**src/include/sbs_pkg.sv**
```systemverilog
// Constants shared by both ends of the reduced boundary-scan test port.
// Assumes one system clock; the test clock is a sampled signal, not a clock.
//
// Operation
// - All-zero instruction code is a valid instruction.
// - All-zero code acts as sample plus outputs floated.
// - Identification captures hardwired 32-bit code, shifts it.
// - Identification loaded at reset and Test-Logic-Reset.
// - Capture-and-float uses boundary register, floats outputs.
// - Sample captures input pins in Capture-DR.
// - Boundary register shifts out during Shift-DR.
// - No preload; Update-DR during sample changes nothing.
// - Bypass routes serial data through one bit.
// - Controller never loads reserved instruction codes.
// - Transitions follow mode select at rising test-clock edge.
// - Test clock runs no faster than 20 MHz.
// - Controller may ignore captured functional clock value.
// - Codes 000,001,010,100 decoded; 011,101 reserved.
// - Five high mode-select edges return to reset.
// - Capture-IR loads 01 into low two bits.
// - Sample on rising edge, output changes on falling.
package sbs_pkg;
   // ---------------------------------------------------------------
   // Widths and codes
   // ---------------------------------------------------------------
   localparam int SBS_IR_W = 3;
   localparam int SBS_ID_W = 32;
   localparam logic [2:0] SBS_OP_FLOAT_CAP = 3'h0;
   localparam logic [2:0] SBS_OP_IDENT = 3'h1;
   localparam logic [2:0] SBS_OP_CAP_FLOAT = 3'h2;
   localparam logic [2:0] SBS_OP_SAMPLE = 3'h4;
   localparam logic [2:0] SBS_OP_BYPASS = 3'h7;
   localparam logic [1:0] SBS_IR_CAPTURE = 2'h1;
   // Arbitrary identity value, ends in the presence bit
   localparam logic [31:0] SBS_ID_DEFAULT = 32'h0a5a_5001;
   localparam int SBS_RESET_ONES = 5;

   // ---------------------------------------------------------------
   // Timing
   // ---------------------------------------------------------------
   localparam int SBS_CLK_MHZ = 25;
   localparam int SBS_TCK_MAX_MHZ = 20;
   // Shortest half period that keeps the test clock under its limit
   localparam int SBS_TCK_MIN_HALF =
      (SBS_CLK_MHZ + 2 * SBS_TCK_MAX_MHZ - 1) / (2 * SBS_TCK_MAX_MHZ);
   // Clocks from a test-clock fall until serial out is back through both synchronisers
   localparam int SBS_LOOP_CLKS = 6;
   // Half period of generated test clock: legal rate and room for the loop
   localparam int SBS_TCK_HALF =
      SBS_TCK_MIN_HALF > SBS_LOOP_CLKS ? SBS_TCK_MIN_HALF : SBS_LOOP_CLKS;

   // ---------------------------------------------------------------
   // Controller states
   // ---------------------------------------------------------------
   typedef enum logic [3:0] {
      SBS_TLR = 4'hf, SBS_RTI = 4'hc, SBS_SEL_DR = 4'h7, SBS_CAP_DR = 4'h6,
      SBS_SH_DR = 4'h2, SBS_EX1_DR = 4'h1, SBS_PA_DR = 4'h3, SBS_EX2_DR = 4'h0,
      SBS_UP_DR = 4'h5, SBS_SEL_IR = 4'h4, SBS_CAP_IR = 4'he, SBS_SH_IR = 4'ha,
      SBS_EX1_IR = 4'h9, SBS_PA_IR = 4'hb, SBS_EX2_IR = 4'h8, SBS_UP_IR = 4'hd
   } sbs_state_e;

   // Next controller state from mode select
   function automatic sbs_state_e sbs_next(input sbs_state_e s, input logic m);
      case (s)
         SBS_TLR: sbs_next = m ? SBS_TLR : SBS_RTI;
         SBS_RTI: sbs_next = m ? SBS_SEL_DR : SBS_RTI;
         SBS_SEL_DR: sbs_next = m ? SBS_SEL_IR : SBS_CAP_DR;
         SBS_CAP_DR: sbs_next = m ? SBS_EX1_DR : SBS_SH_DR;
         SBS_SH_DR: sbs_next = m ? SBS_EX1_DR : SBS_SH_DR;
         SBS_EX1_DR: sbs_next = m ? SBS_UP_DR : SBS_PA_DR;
         SBS_PA_DR: sbs_next = m ? SBS_EX2_DR : SBS_PA_DR;
         SBS_EX2_DR: sbs_next = m ? SBS_UP_DR : SBS_SH_DR;
         SBS_UP_DR: sbs_next = m ? SBS_SEL_DR : SBS_RTI;
         SBS_SEL_IR: sbs_next = m ? SBS_TLR : SBS_CAP_IR;
         SBS_CAP_IR: sbs_next = m ? SBS_EX1_IR : SBS_SH_IR;
         SBS_SH_IR: sbs_next = m ? SBS_EX1_IR : SBS_SH_IR;
         SBS_EX1_IR: sbs_next = m ? SBS_UP_IR : SBS_PA_IR;
         SBS_PA_IR: sbs_next = m ? SBS_EX2_IR : SBS_PA_IR;
         SBS_EX2_IR: sbs_next = m ? SBS_UP_IR : SBS_SH_IR;
         SBS_UP_IR: sbs_next = m ? SBS_SEL_DR : SBS_RTI;
         default: sbs_next = SBS_TLR;
      endcase
   endfunction : sbs_next
endpackage : sbs_pkg

```
**src/include/sbs_if.sv**
```systemverilog
// Serial test link between the board controller and the device port.
// Assumes both ends share clk; the test clock is a plain level here.
interface sbs_if;
   logic tck;
   logic tms;
   logic tdi;
   logic tdo;
   logic tdo_oe;

   modport dev (input tck, input tms, input tdi, output tdo, output tdo_oe);
   modport ctl (output tck, output tms, output tdi, input tdo, input tdo_oe);
endinterface : sbs_if

```
**src/hdl/sbs_dev.sv**
```systemverilog
// Device end: test port controller, instruction decode, data registers.
// Assumes test link pins arrive asynchronously and are synchronised here.
module sbs_dev
   import sbs_pkg::*;
#(
   parameter int BSR_W = 71,
   parameter logic [31:0] ID_CODE = SBS_ID_DEFAULT
) (
   input wire logic clk,
   input wire logic rst,
   sbs_if.dev link,
   input wire logic [BSR_W-1:0] pins_in,
   output logic mem_float,
   output logic [SBS_IR_W-1:0] instr,
   output logic [3:0] tap_state
);
   // ---------------------------------------------------------------
   // Synchronisers and edge detection
   // ---------------------------------------------------------------
   logic [1:0] tck_s_r, tms_s_r, tdi_s_r;
   logic tck_d_r;
   logic [BSR_W-1:0] pins_s1_r, pins_s2_r;

   // Two-stage capture of link and pin inputs
   always_ff @(posedge clk) begin
      tck_s_r <= {tck_s_r[0], link.tck};
      tms_s_r <= {tms_s_r[0], link.tms};
      tdi_s_r <= {tdi_s_r[0], link.tdi};
      tck_d_r <= tck_s_r[1];
      pins_s1_r <= pins_in;
      pins_s2_r <= pins_s1_r;
   end

   wire rise = tck_s_r[1] & ~tck_d_r;
   wire fall = ~tck_s_r[1] & tck_d_r;
   wire tms_v = tms_s_r[1];
   wire tdi_v = tdi_s_r[1];

   // ---------------------------------------------------------------
   // Controller and registers
   // ---------------------------------------------------------------
   sbs_state_e st_r;
   logic [SBS_IR_W-1:0] ir_sh_r, ir_r;
   logic [SBS_ID_W-1:0] id_r;
   logic [BSR_W-1:0] bsr_r;
   logic byp_r, tdo_r, oe_r;

   // Selection of the data register by the active instruction
   wire sel_id = ir_r == SBS_OP_IDENT;
   wire sel_bsr = ir_r == SBS_OP_FLOAT_CAP || ir_r == SBS_OP_CAP_FLOAT
      || ir_r == SBS_OP_SAMPLE;
   wire sel_byp = ~sel_id & ~sel_bsr;
   wire float_nxt = ir_r == SBS_OP_FLOAT_CAP
      || ir_r == SBS_OP_CAP_FLOAT;
   wire dr_lsb = sel_id ? id_r[0] : sel_bsr ? bsr_r[0] : byp_r;
   wire shifting = st_r == SBS_SH_DR || st_r == SBS_SH_IR;
   wire out_bit = st_r == SBS_SH_IR ? ir_sh_r[0] : dr_lsb;

   // State walk on rising test-clock edges
   always_ff @(posedge clk) begin
      if (rst) begin
         st_r <= SBS_TLR;
      end else if (rise) begin
         st_r <= sbs_next(st_r, tms_v);
      end
   end

   // Instruction path
   always_ff @(posedge clk) begin
      if (rst || (rise && st_r == SBS_TLR)) begin
         ir_r <= SBS_OP_IDENT;
         ir_sh_r <= SBS_OP_IDENT;
      end else if (rise) begin
         case (st_r)
            SBS_CAP_IR: ir_sh_r <= {1'b0, SBS_IR_CAPTURE};
            SBS_SH_IR: ir_sh_r <= {tdi_v, ir_sh_r[SBS_IR_W-1:1]};
            SBS_UP_IR: ir_r <= ir_sh_r;
            default: ir_r <= ir_r;
         endcase
      end
   end

   // Data path; update-DR has no effect, so no preload
   always_ff @(posedge clk) begin
      if (rst) begin
         id_r <= '0;
         bsr_r <= '0;
         byp_r <= 1'b0;
      end else if (rise) begin
         case (st_r)
            SBS_CAP_DR: begin
               id_r <= ID_CODE;
               if (sel_bsr) bsr_r <= pins_s2_r;
               byp_r <= 1'b0;
            end
            SBS_SH_DR: begin
               if (sel_id) id_r <= {tdi_v, id_r[SBS_ID_W-1:1]};
               if (sel_bsr) bsr_r <= {tdi_v, bsr_r[BSR_W-1:1]};
               if (sel_byp) byp_r <= tdi_v;
            end
            default: bsr_r <= bsr_r;
         endcase
      end
   end

   // Serial output and enable change on falling edges only
   always_ff @(posedge clk) begin
      if (rst) begin
         tdo_r <= 1'b0;
         oe_r <= 1'b0;
      end else if (fall) begin
         tdo_r <= out_bit;
         oe_r <= shifting;
      end
   end

   // Registered status outputs
   always_ff @(posedge clk) begin
      if (rst) begin
         mem_float <= 1'b0;
         instr <= SBS_OP_IDENT;
         tap_state <= SBS_TLR;
      end else begin
         mem_float <= float_nxt;
         instr <= ir_r;
         tap_state <= st_r;
      end
   end

   assign link.tdo = tdo_r;
   assign link.tdo_oe = oe_r;
endmodule : sbs_dev

```
**src/flat_wrapper.sv**
```systemverilog
// flat-port wrapper written by rule: the top's interface ports become plain ports
module sbs_dev_flat import sbs_pkg::*;
#(
   parameter int BSR_W = 71,
   parameter logic [31:0] ID_CODE = SBS_ID_DEFAULT
)
  (clk, rst, pins_in, mem_float, instr, tap_state, link_tck, link_tms, link_tdi, link_tdo, link_tdo_oe);
  sbs_if link_i ();
  input wire logic clk;
  input wire logic rst;
  input wire logic [BSR_W-1:0] pins_in;
  output logic mem_float;
  output logic [SBS_IR_W-1:0] instr;
  output logic [3:0] tap_state;
  input wire logic [$bits(link_i.tck)-1:0] link_tck;
  input wire logic [$bits(link_i.tms)-1:0] link_tms;
  input wire logic [$bits(link_i.tdi)-1:0] link_tdi;
  output wire logic [$bits(link_i.tdo)-1:0] link_tdo;
  output wire logic [$bits(link_i.tdo_oe)-1:0] link_tdo_oe;
  assign link_i.tck = link_tck;
  assign link_i.tms = link_tms;
  assign link_i.tdi = link_tdi;
  assign link_tdo = link_i.tdo;
  assign link_tdo_oe = link_i.tdo_oe;
  sbs_dev #(.BSR_W(BSR_W), .ID_CODE(ID_CODE)) u_core (.clk(clk), .rst(rst), .link(link_i), .pins_in(pins_in), .mem_float(mem_float), .instr(instr), .tap_state(tap_state));
endmodule
```
**config.mk**
```make
export PLATFORM = sky130hd
export DESIGN_NAME = sbs_dev_flat
export DESIGN_NICKNAME = d
export VERILOG_FILES = /design/src/include/sbs_pkg.sv /design/src/include/sbs_if.sv /design/src/hdl/sbs_dev.sv /design/src/flat_wrapper.sv
export SDC_FILE = /design/constraint.sdc
export NUM_CORES = 1
export LEC_CHECK = 0
export ABC_AREA = 0
export BUFFER_PORTS_ARGS = -buffer_cell sky130_fd_sc_hd__buf_2
export CAP_MARGIN = 25
export CORE_UTILIZATION = 51
export CTS_BUF_LIST = sky130_fd_sc_hd__clkbuf_16
export DETAILED_ROUTE_END_ITERATION = 12
export PLACE_DENSITY_LB_ADDON = 0.08
export RECOVER_POWER = 25
export SLEW_MARGIN = 20
export SYNTH_ARGS = -nofsm -noshare
export SYNTH_HDL_FRONTEND = slang
export SYNTH_SLANG_ARGS = --single-unit
```
**constraint.sdc**
```tcl
create_clock -name clk -period 1.6 [get_ports clk]
set_clock_uncertainty 0.05 [all_clocks]
set_input_delay 0.16 -clock clk [delete_from_list [all_inputs] [get_ports clk]]
set_output_delay 0.16 -clock clk [all_outputs]
set_load 0.02 [all_outputs]
```
==> metrics.txt, run 1 <==
outcome finished, violations left; failing checks setup timing; vias 6258; proportion of synthesized area in mux cells 0.00507; Synth Area in Adders 0; DP HPWL 8950 um; Final Non-Filler Cells 1214; Tot Pwr 0.0135 W; largest net degree at the start of global routing 78; Initial Util 0.530; # clock sinks 273; worst slew pin tran 0.468 ns; syn_nets 880; worst hold path depth 2; Psw 0.00271 W; Max Cap Viol 0; Core Rows 45; Syn Inst Count 804; Critical Path Fanout Max 35; startpoint types flop; worst-path cell chain or4b_4 -> buf_16 -> nand2_1 -> a311oi_2; WP buf/inv 1; vias in the first global route 5792; max incr delay on CP 0.62 ns; total length of routed wires 17700 um; first-pass iteration count of the detailed router 5; Fmax 612 MHz; Compound-Gate Fraction of Synth Area 0.111; crit path DAT 1.96 ns; Worst-Skew Late Latency 0.52 ns; Max stage delay cell, worst path or4b_4; largest delay contributor family on the critical path simple AND/OR/NAND/NOR gates; Simple-Gate Fraction of Synth Area 0.180; residual DRC count 0; Longest Clk Path Bufs 3; Levels on crit path 4; Pwr per Cell Area 1190 mW/mm^2; first-pass GRT wire length 27600 um; commonest non-fill, non-tap cell in the layout dfxtp_1; Core Region 0.0154 mm^2; largest family of logic cells by synthesized area simple AND/OR/NAND/NOR gates; CP Class flop to flop; Final Hold Violating Endpoints 0; Final period util 1.02; sequential area share after synthesis 0.671; ant diodes 0; Port Buf Inserts 85; share of cells above drive strength 1 0.249; Rel. slew slack 0.688; Reg clk slew, reported paths 0.06 ns; Post-Place Cells 1068; H-tree levels 1; Die H 128 um; post-synth cell types 40; fin nets 1060; CTS root buf clkbuf_16; RSZ-0062 raised after global routing true; worst hold path class primary input to flop; r2r worst-path depth 4; antenna violations before repair 0; xor/xnor cell area share of the yosys netlist 0; die width 128 um; post-synthesis average cell area 10.1 um^2; Via density 5.15; required time worst endpoint 1.93 ns; Top Ports 86; CTS Buf Count 26; antenna-violating nets left 0; clock power share 0.440; shortest period the worst path allows 1.63 ns; WL/cell 14.5 um; most frequent cells in the layout 267 x dfxtp_1, 171 x nand2_1, 92 x nor2_1, 84 x buf_2, 74 x dlygate4sd3_1; GRT overflow 0; GRT Resource Usage Total 0.205; 1st-iter DRT viols 327; Worst Setup End Kind flop; Sequential Power Share 0.524; setup ws final -0.0335 ns; Syn-to-layout area delta 39.2%; Synth Register Bits 273; Switching Share 0.201; Post-Syn Area 0.00815 mm^2; CTS tree built; max-slew violation count 0; Peak VDD IR 1.24 mV; Synth warnings 0; Placer Congestion 0.824; internal power 0.0108 W; Static Leak 4.44 nW; Final setup viols 16; die area 0.0165 mm^2; Comb pwr share 0.036
power groups by stage:
stage                     logic [W]  clock network, W  registers (W)
after detailed placement   0.000324                 0        0.00723
after global routing       0.000532           0.00640        0.00710
after CTS                  0.000468           0.00605        0.00708
after global placement     0.000319                 0        0.00722
after floorplan            0.000159                 0        0.00721
final                      0.000491           0.00595        0.00708
through the flow:
stage          setup TNS, ns  worst slack (ns)  hold slack (ns)   util  instance area [um^2]
2_1_floorplan         -0.376           -0.0180            0.138      -                  8190
3_3_place_gp               0          0.000347            0.212  0.585                  8990
3_5_place_dp          -0.282           -0.0785            0.214  0.585                  8990
4_1_cts              -0.0116           -0.0109           0.0115  0.705                 10800
5_1_grt                -3.69           -0.0867           0.0449  0.738                 11300
6_report              -0.169           -0.0335           0.0389  0.738                 11300
cells by family (layout without fill, tap and decap cells):
family,after synthesis,in the layout
simple gates,343,343
flops,273,273
compound gates,120,120
buf+inv,64,263
mux,4,4
sequential cells by signal (all words and copies together), names as in the netlist, 3 cells and up:
| signal | cells |
|---|---|
| u_core.ir_r | 3 |
| u_core.instr | 3 |
| u_core.st_r | 4 |
| u_core.pins_s2_r | 71 |
| u_core.bsr_r | 71 |
| u_core.ir_sh_r | 3 |
| u_core.pins_s1_r | 71 |
| u_core.tap_state | 4 |
| u_core.id_r | 32 |
worst reg2reg max path: cells and delay by family, from the launching register on:
family / cells / cell delay, ns
simple gates: 2 / 0.75
flops: 1 / 0.35
buf+inv: 1 / 0.23
compound gates: 1 / 0.12
timing repair:
action	in CTS	in global routing
gates cloned	6	6
setup endpoints to repair	35	107
setup buffers	5	8
resized for setup	12	67
hold buffers	74	0
endpoints found under the hold margin	74	0
pin swaps	3	61
layer usage:
layer  track usage  vias up  routed length (um)  share of wire
li1              -     3106                   -              -
met1         0.270     2956                7870           0.45
met4        0.0602        0                 244          0.014
met2         0.346      171                8660           0.49
met3        0.0370       25                 881          0.050
met5             0        -                   0              0
path summary, 6_finish.rpt:
kind,slack (ns),end,from
setup / recovery,-0.03,u_core.bsr_r[42],u_core.st_r[3]
hold / removal,0.04,u_core.byp_r,rst
setup reg to reg,-0.03,u_core.bsr_r[42],u_core.st_r[3]
hold reg to reg,0.27,u_core.pins_s2_r[59],u_core.pins_s1_r[59]
Yosys cell counts:
cell       number  area, um^2
a2111oi_0       1        8.76
a21boi_0        1        7.51
a21o_1          1        7.51
a21oi_1        31         155
a221oi_1        1        8.76
a311oi_1       72         631
a31oi_1         2        12.5
and3_1          1        6.26
and3b_1         1        8.76
and4_1          1        8.76
and4b_1         1        10.0
buf_1           2        7.51
buf_2          16        80.1
buf_4           2        15.0
clkbuf_1       42         158
clkbuf_2        1        5.00
dfxtp_1       273        5470
inv_1           1        3.75
mux2_2          1        11.3
mux2i_1         3        30.0
nand2_1       171         642
nand2b_1        5        31.3
nand3_1        25         125
nand3b_1        3        22.5
nor2_1         95         357
nor2b_1         8        50.1
nor3_1         19        95.1
nor3_2          1        10.0
nor3b_1         2        15.0
nor4_1          1        6.26
nor4_4          1        21.3
nor4b_1         1        8.76
o2111a_1        1        11.3
o2111ai_1       1        8.76
o21ai_0         7        35.0
o21bai_1        1        7.51
o32a_1          1        10.0
or2_2           5        31.3
or3b_2          1        8.76
or4b_1          1        10.0
layout make-up:
class                           instances  area, um^2
Sequential cell                       273        5480
Fill cell                            1100        4030
Multi-Input combinational cell        467        2720
Timing Repair Buffer                  215        2040
Clock buffer                           27         676
Tap cell                              211         264
Clock inverter                         20         165
Inverter                                1        3.75
(Power assumes the default switching activity.)
==> run 2, diff against run 1 <==
Settings changed: ABC_AREA 0 to 1, CORE_UTILIZATION 51 to 52.
==> metrics.txt, run 2 <==
Top Ports 86; Worst-Skew Late Latency 0.52 ns; most frequent cells in the layout 270 x dfxtp_1, 246 x nand2_1, 192 x nor2_1, 102 x o21ai_0, 85 x buf_2; worst-path cell chain inv_4 -> nor2_4 -> nand2_2 -> nor3_4 -> buf_6 -> clkbuf_16 -> o21ai_0 -> nor2_1; Final Non-Filler Cells 1373; required time worst endpoint 2.01 ns; Tot Pwr 0.0149 W; Final Hold Violating Endpoints 0; antenna violations before repair 0; Synth Register Bits 273; max-slew violation count 0; Post-synth EDFFs 0; Core Region 0.0159 mm^2; Final Cell Area 0.0112 mm^2; worst hold path class primary input to flop; syn_nets 1043; setup ws final 0.0720 ns; top-count cell post-synth dfxtp_1; Post-synth top flop dfxtp_1; Synth top cells by count 273 x dfxtp_1, 247 x nand2_1, 195 x nor2_1; CTS tree built; largest net degree at the start of global routing 95; Final setup viols 0; commonest non-fill, non-tap cell in the layout dfxtp_1; Top Registers u_core.bsr_r (71), u_core.pins_s1_r (71), u_core.pins_s2_r (71); fin nets 1213; Synth warnings 0; die area 0.0168 mm^2; Via density 4.75; Post-Place Setup Slack 0.0363 ns; Port Buf Inserts 85; first-pass GRT wire length 27400 um; Static Leak 5.22 nW; Longest Clk Path Bufs 3; Max stage delay cell, worst path dfxtp_4; Peak VDD IR 1.02 mV; Syn Inst Count 967; Die H 130 um; Max Cap Viol 0; Initial Util 0.532; GRT overflow 0; total length of routed wires 17400 um; 1st-iter DRT viols 428; max incr delay on CP 0.37 ns; FFs w/ async S/R, synth 0; Fmax 654 MHz; Reg clk slew, reported paths 0.06 ns; Critical Path Fanout Max 18; CP Class flop to flop; residual DRC count 0; Pwr per Cell Area 1330 mW/mm^2; CTS root buf clkbuf_16; outcome completed; Area contributors post-synth dfxtp_1 65%, nand2_1 11%, nor2_1 8.7%; ant diodes 0; Post-Place Cells 1243; Core Rows 46; H-tree levels 1; antenna-violating nets left 0; GRT Resource Usage Total 0.200; Syn-to-layout area delta 32.2%; post-synth top area cell dfxtp_1; Worst Setup End Kind flop; post-synthesis average cell area 8.74 um^2; vias in the first global route 6134; shortest period the worst path allows 1.53 ns; WL/cell 12.7 um; startpoint types flop; share of cells above drive strength 1 0.161; Final period util 0.955; die width 130 um; CTS Buf Count 27; sequential area share after synthesis 0.646; Placer Congestion 0.806; WP buf/inv 3; post-synth cell types 23; Yosys top cell area share 0.646; crit path DAT 1.93 ns; vias 6524; worst slew pin tran 0.363 ns; largest delay contributor family on the critical path simple AND/OR/NAND/NOR gates; Post-Syn Area 0.00845 mm^2; Rel. slew slack 0.758; placed inst area 0.00918 mm^2; first-pass iteration count of the detailed router 5; # clock sinks 273; DP HPWL 8740 um
run 2: cell types whose count changed after synthesis, sizes merged, moves of 8 or more:
| cell | delta |
|---|---|
| a311oi | -72 |
| buf | +17 |
| clkbuf | -28 |
| inv | +22 |
| nand2 | +77 |
| nand3 | -18 |
| nor2 | +103 |
| nor2b | -8 |
| nor3 | -9 |
| o21ai | +107 |
run 2: cell families (layout without fill, tap and decap cells):
family | Yosys count | in the layout | share of synthesized area
buffers and inverters | 75 | 265 | 0.0481
AND/OR/NAND/NOR | 465 | 465 | 0.213
AO/OA/AOI/OAI | 154 | 154 | 0.0923
flip-flops | 273 | 273 | 0.646
run 2: routing by layer:
metal  vias up  track usage  share of wire
li1       3391            -              -
met5         -            0              0
met3        27       0.0339          0.039
met1      2968        0.249           0.46
met4         0       0.0581          0.017
met2       138        0.355           0.48
run 2: area by class of cell:
class                           count  area [um^2]
Sequential cell                   273         5470
Multi-Input combinational cell    619         2600
Fill cell                        1263         4710
Timing Repair Buffer              193         1690
Clock inverter                     22          370
Tap cell                          216          270
Inverter                           23         93.8
Clock buffer                       27          676
run 2: report_power, final:
part	total, W	switching (W)	internal [W]
logic	0.000528	0.000239	0.000290
clock network	0.00725	0.00255	0.00469
registers	0.00709	0.0000684	0.00702
total	0.0149	0.00286	0.0120
run 2: worst paths after layout:
check / slack, ns / to / startpoint / cells after the start
min: 0.21 / u_core.pins_s1_r[51] / pins_in[51] / 2
max: 0.07 / u_core.bsr_r[4] / u_core.st_r[1] / 8
min reg2reg: 0.27 / u_core.pins_s2_r[25] / u_core.pins_s1_r[25] / 0
max reg2reg: 0.07 / u_core.bsr_r[4] / u_core.st_r[1] / 8
run 2: stage by stage:
step	hold WS, ns	util	setup TNS, ns
after floorplan	0.138	-	0
after global placement	0.212	0.578	0
after detailed placement	0.214	0.578	0
after CTS	0.194	0.691	0
after global routing	0.202	0.704	-0.0234
final	0.213	0.704	0
run 2: timing repair:
item	in CTS	in global routing
resized for setup	0	24
hold buffers	75	0
hold endpoints to repair	80	0
setup endpoints to repair	0	84
buffers inserted	0	1
==> run 3, diff against run 2 <==
--- a/config.mk
+++ b/config.mk
@@ -13,3 +13,4 @@
 export DETAILED_ROUTE_END_ITERATION = 12
-export PLACE_DENSITY_LB_ADDON = 0.08
+export HOLD_SLACK_MARGIN = 0.1
+export PLACE_DENSITY = 0.74
 export RECOVER_POWER = 25
==> constraint.sdc (replaced) <==
create_clock -name clk -period 1.6 [get_ports clk]
set_clock_uncertainty 0.05 [all_clocks]
set_input_delay 0.32 -clock clk [delete_from_list [all_inputs] [get_ports clk]]
set_output_delay 0.32 -clock clk [all_outputs]
set_load 0.02 [all_outputs]
==> metrics.txt, run 3 (synthesized netlist as in run 2, its figures left out) <==
outcome finished, violations left; failing checks setup timing; Static Leak 5.27 nW; Via density 4.90; Worst Setup End Kind flop; ant diodes 0; shortest period the worst path allows 1.61 ns; Core Rows 46; worst hold path class flop to flop; most frequent cells in the layout 270 x dfxtp_1, 243 x nand2_1, 189 x nor2_1, 101 x o21ai_0, 85 x buf_2; Die H 130 um; RSZ-0062 raised after global routing true; first-pass GRT wire length 28000 um; Final Non-Filler Cells 1389; die area 0.0168 mm^2; crit path DAT 1.98 ns; Tot Pwr 0.0139 W; worst hold path depth 0; 1st-iter DRT viols 502; antenna-violating nets left 0; CP Class flop to flop; Critical Path Fanout Max 10; first-pass iteration count of the detailed router 5; residual DRC count 0; worst hold path startpoint u_core.pins_s1_r[59]; Fmax 622 MHz; Peak VDD IR 1.02 mV; worst r2r src u_core.st_r[2]; Port Buf Inserts 85; Top Registers u_core.bsr_r (71), u_core.pins_s1_r (71), u_core.pins_s2_r (71); # clock sinks 273; H-tree levels 1; Worst-Skew Late Latency 0.53 ns; Crit Reg-Reg Endpoint u_core.bsr_r[9]; Final Hold Violating Endpoints 0; vias in the first global route 5964; Core Region 0.0159 mm^2; hold endpoint u_core.pins_s2_r[59]; WL/cell 14.5 um; Final setup viols 3; antenna violations before repair 0; DP HPWL 8570 um; share of cells above drive strength 1 0.172; die width 130 um; Top Ports 86; Reg clk slew, reported paths 0.06 ns; CTS Buf Count 27; setup ws final -0.00656 ns; Rel. slew slack 0.755; vias 6812; largest net degree at the start of global routing 85; max-slew violation count 0; setup_tns -0.0114 ns; r2r worst-path depth 9; required time worst endpoint 1.97 ns; worst reg2reg setup slack -0.007 ns; GRT Resource Usage Total 0.204; GRT overflow 0; Final period util 1.00; CTS root buf clkbuf_16; Post-Place Cells 1241; total length of routed wires 20100 um; fin nets 1231; Placer Congestion 0.866; startpoint types flop; Longest Clk Path Bufs 3; Max Cap Viol 0; Initial Util 0.532; worst slew pin tran 0.364 ns; Pwr per Cell Area 1240 mW/mm^2; Syn-to-layout area delta 32.8%; Post-Place Setup Slack 0.0402 ns; commonest non-fill, non-tap cell in the layout dfxtp_1; CTS tree built
-- run 3: cell types whose count changed in the layout (fill, tap and decap cells not counted), sizes merged --
| cell | previous run | this run |
|---|---|---|
| clkinv | 6 | 9 |
| clkbuf | 32 | 35 |
| clkinvlp | 3 | 2 |
| buf | 113 | 127 |
| inv | 26 | 29 |
| bufinv | 10 | 4 |
-- run 3: worst max-delay path by stage --
stage,from,endpoint,cells past startpoint
3_5_place_dp,u_core.st_r[0],u_core.bsr_r[56],9
2_1_floorplan,u_core.tck_s_r[1],u_core.bsr_r[40],8
5_1_grt,u_core.st_r[2],u_core.bsr_r[10],9
4_1_cts,u_core.tck_s_r[1],u_core.bsr_r[8],7
6_report,u_core.st_r[2],u_core.bsr_r[9],9
3_3_place_gp,u_core.st_r[1],u_core.id_r[30],8
-- run 3: what timing repair did --
| action | CTS | global route |
|---|---|---|
| resized for setup | 2 | 32 |
| setup endpoints to repair | 12 | 97 |
| pin swaps | 0 | 8 |
| hold endpoints to repair | 80 | 0 |
| cloned | 0 | 14 |
| setup buffers | 0 | 12 |
| hold buffers | 75 | 0 |
-- run 3: per-stage QoR --
stage	cell area (um^2)	hold WS, ns	util
after CTS	10800	0.270	0.678
after floorplan	8450	0.260	-
after detailed placement	9120	0.262	0.574
after global placement	9120	0.261	0.574
final	11200	0.270	0.707
after global routing	11200	0.277	0.707
-- run 3: final cells by class --
type	count	area [um^2]
Multi-Input combinational cell	619	2620
Tap cell	216	270
Clock inverter	20	213
Timing Repair inverter	1	5.00
Inverter	23	96.3
Timing Repair Buffer	210	1880
Sequential cell	273	5470
Fill cell	1126	4660
Clock buffer	27	676
-- run 3: power by group --
| part | switching [W] | leakage (nW) | internal [W] |
|---|---|---|---|
| registers | 0.0000747 | 2.26 | 0.00702 |
| clock network | 0.00256 | 0.452 | 0.00372 |
| logic | 0.000253 | 2.56 | 0.000300 |
-- run 3: worst max-delay path: stages, from the launching register on --
cell and delay [ns]:
dfxtp_1 0.32, inv_2 0.09, nand2_2 0.07, nor2_4 0.25
clkinv_4 0.16, buf_12 0.18, nand2_1 0.08, nand2_1 0.06
nor2_1 0.15, nor2_1 0.06
-- run 3: routing by layer --
metal	global-route usage	up-vias	wire (um)
met3	0.0384	49	1270
met5	0	-	0
met2	0.352	230	9980
li1	-	3411	-
met4	0.0554	0	564
met1	0.261	3122	8290
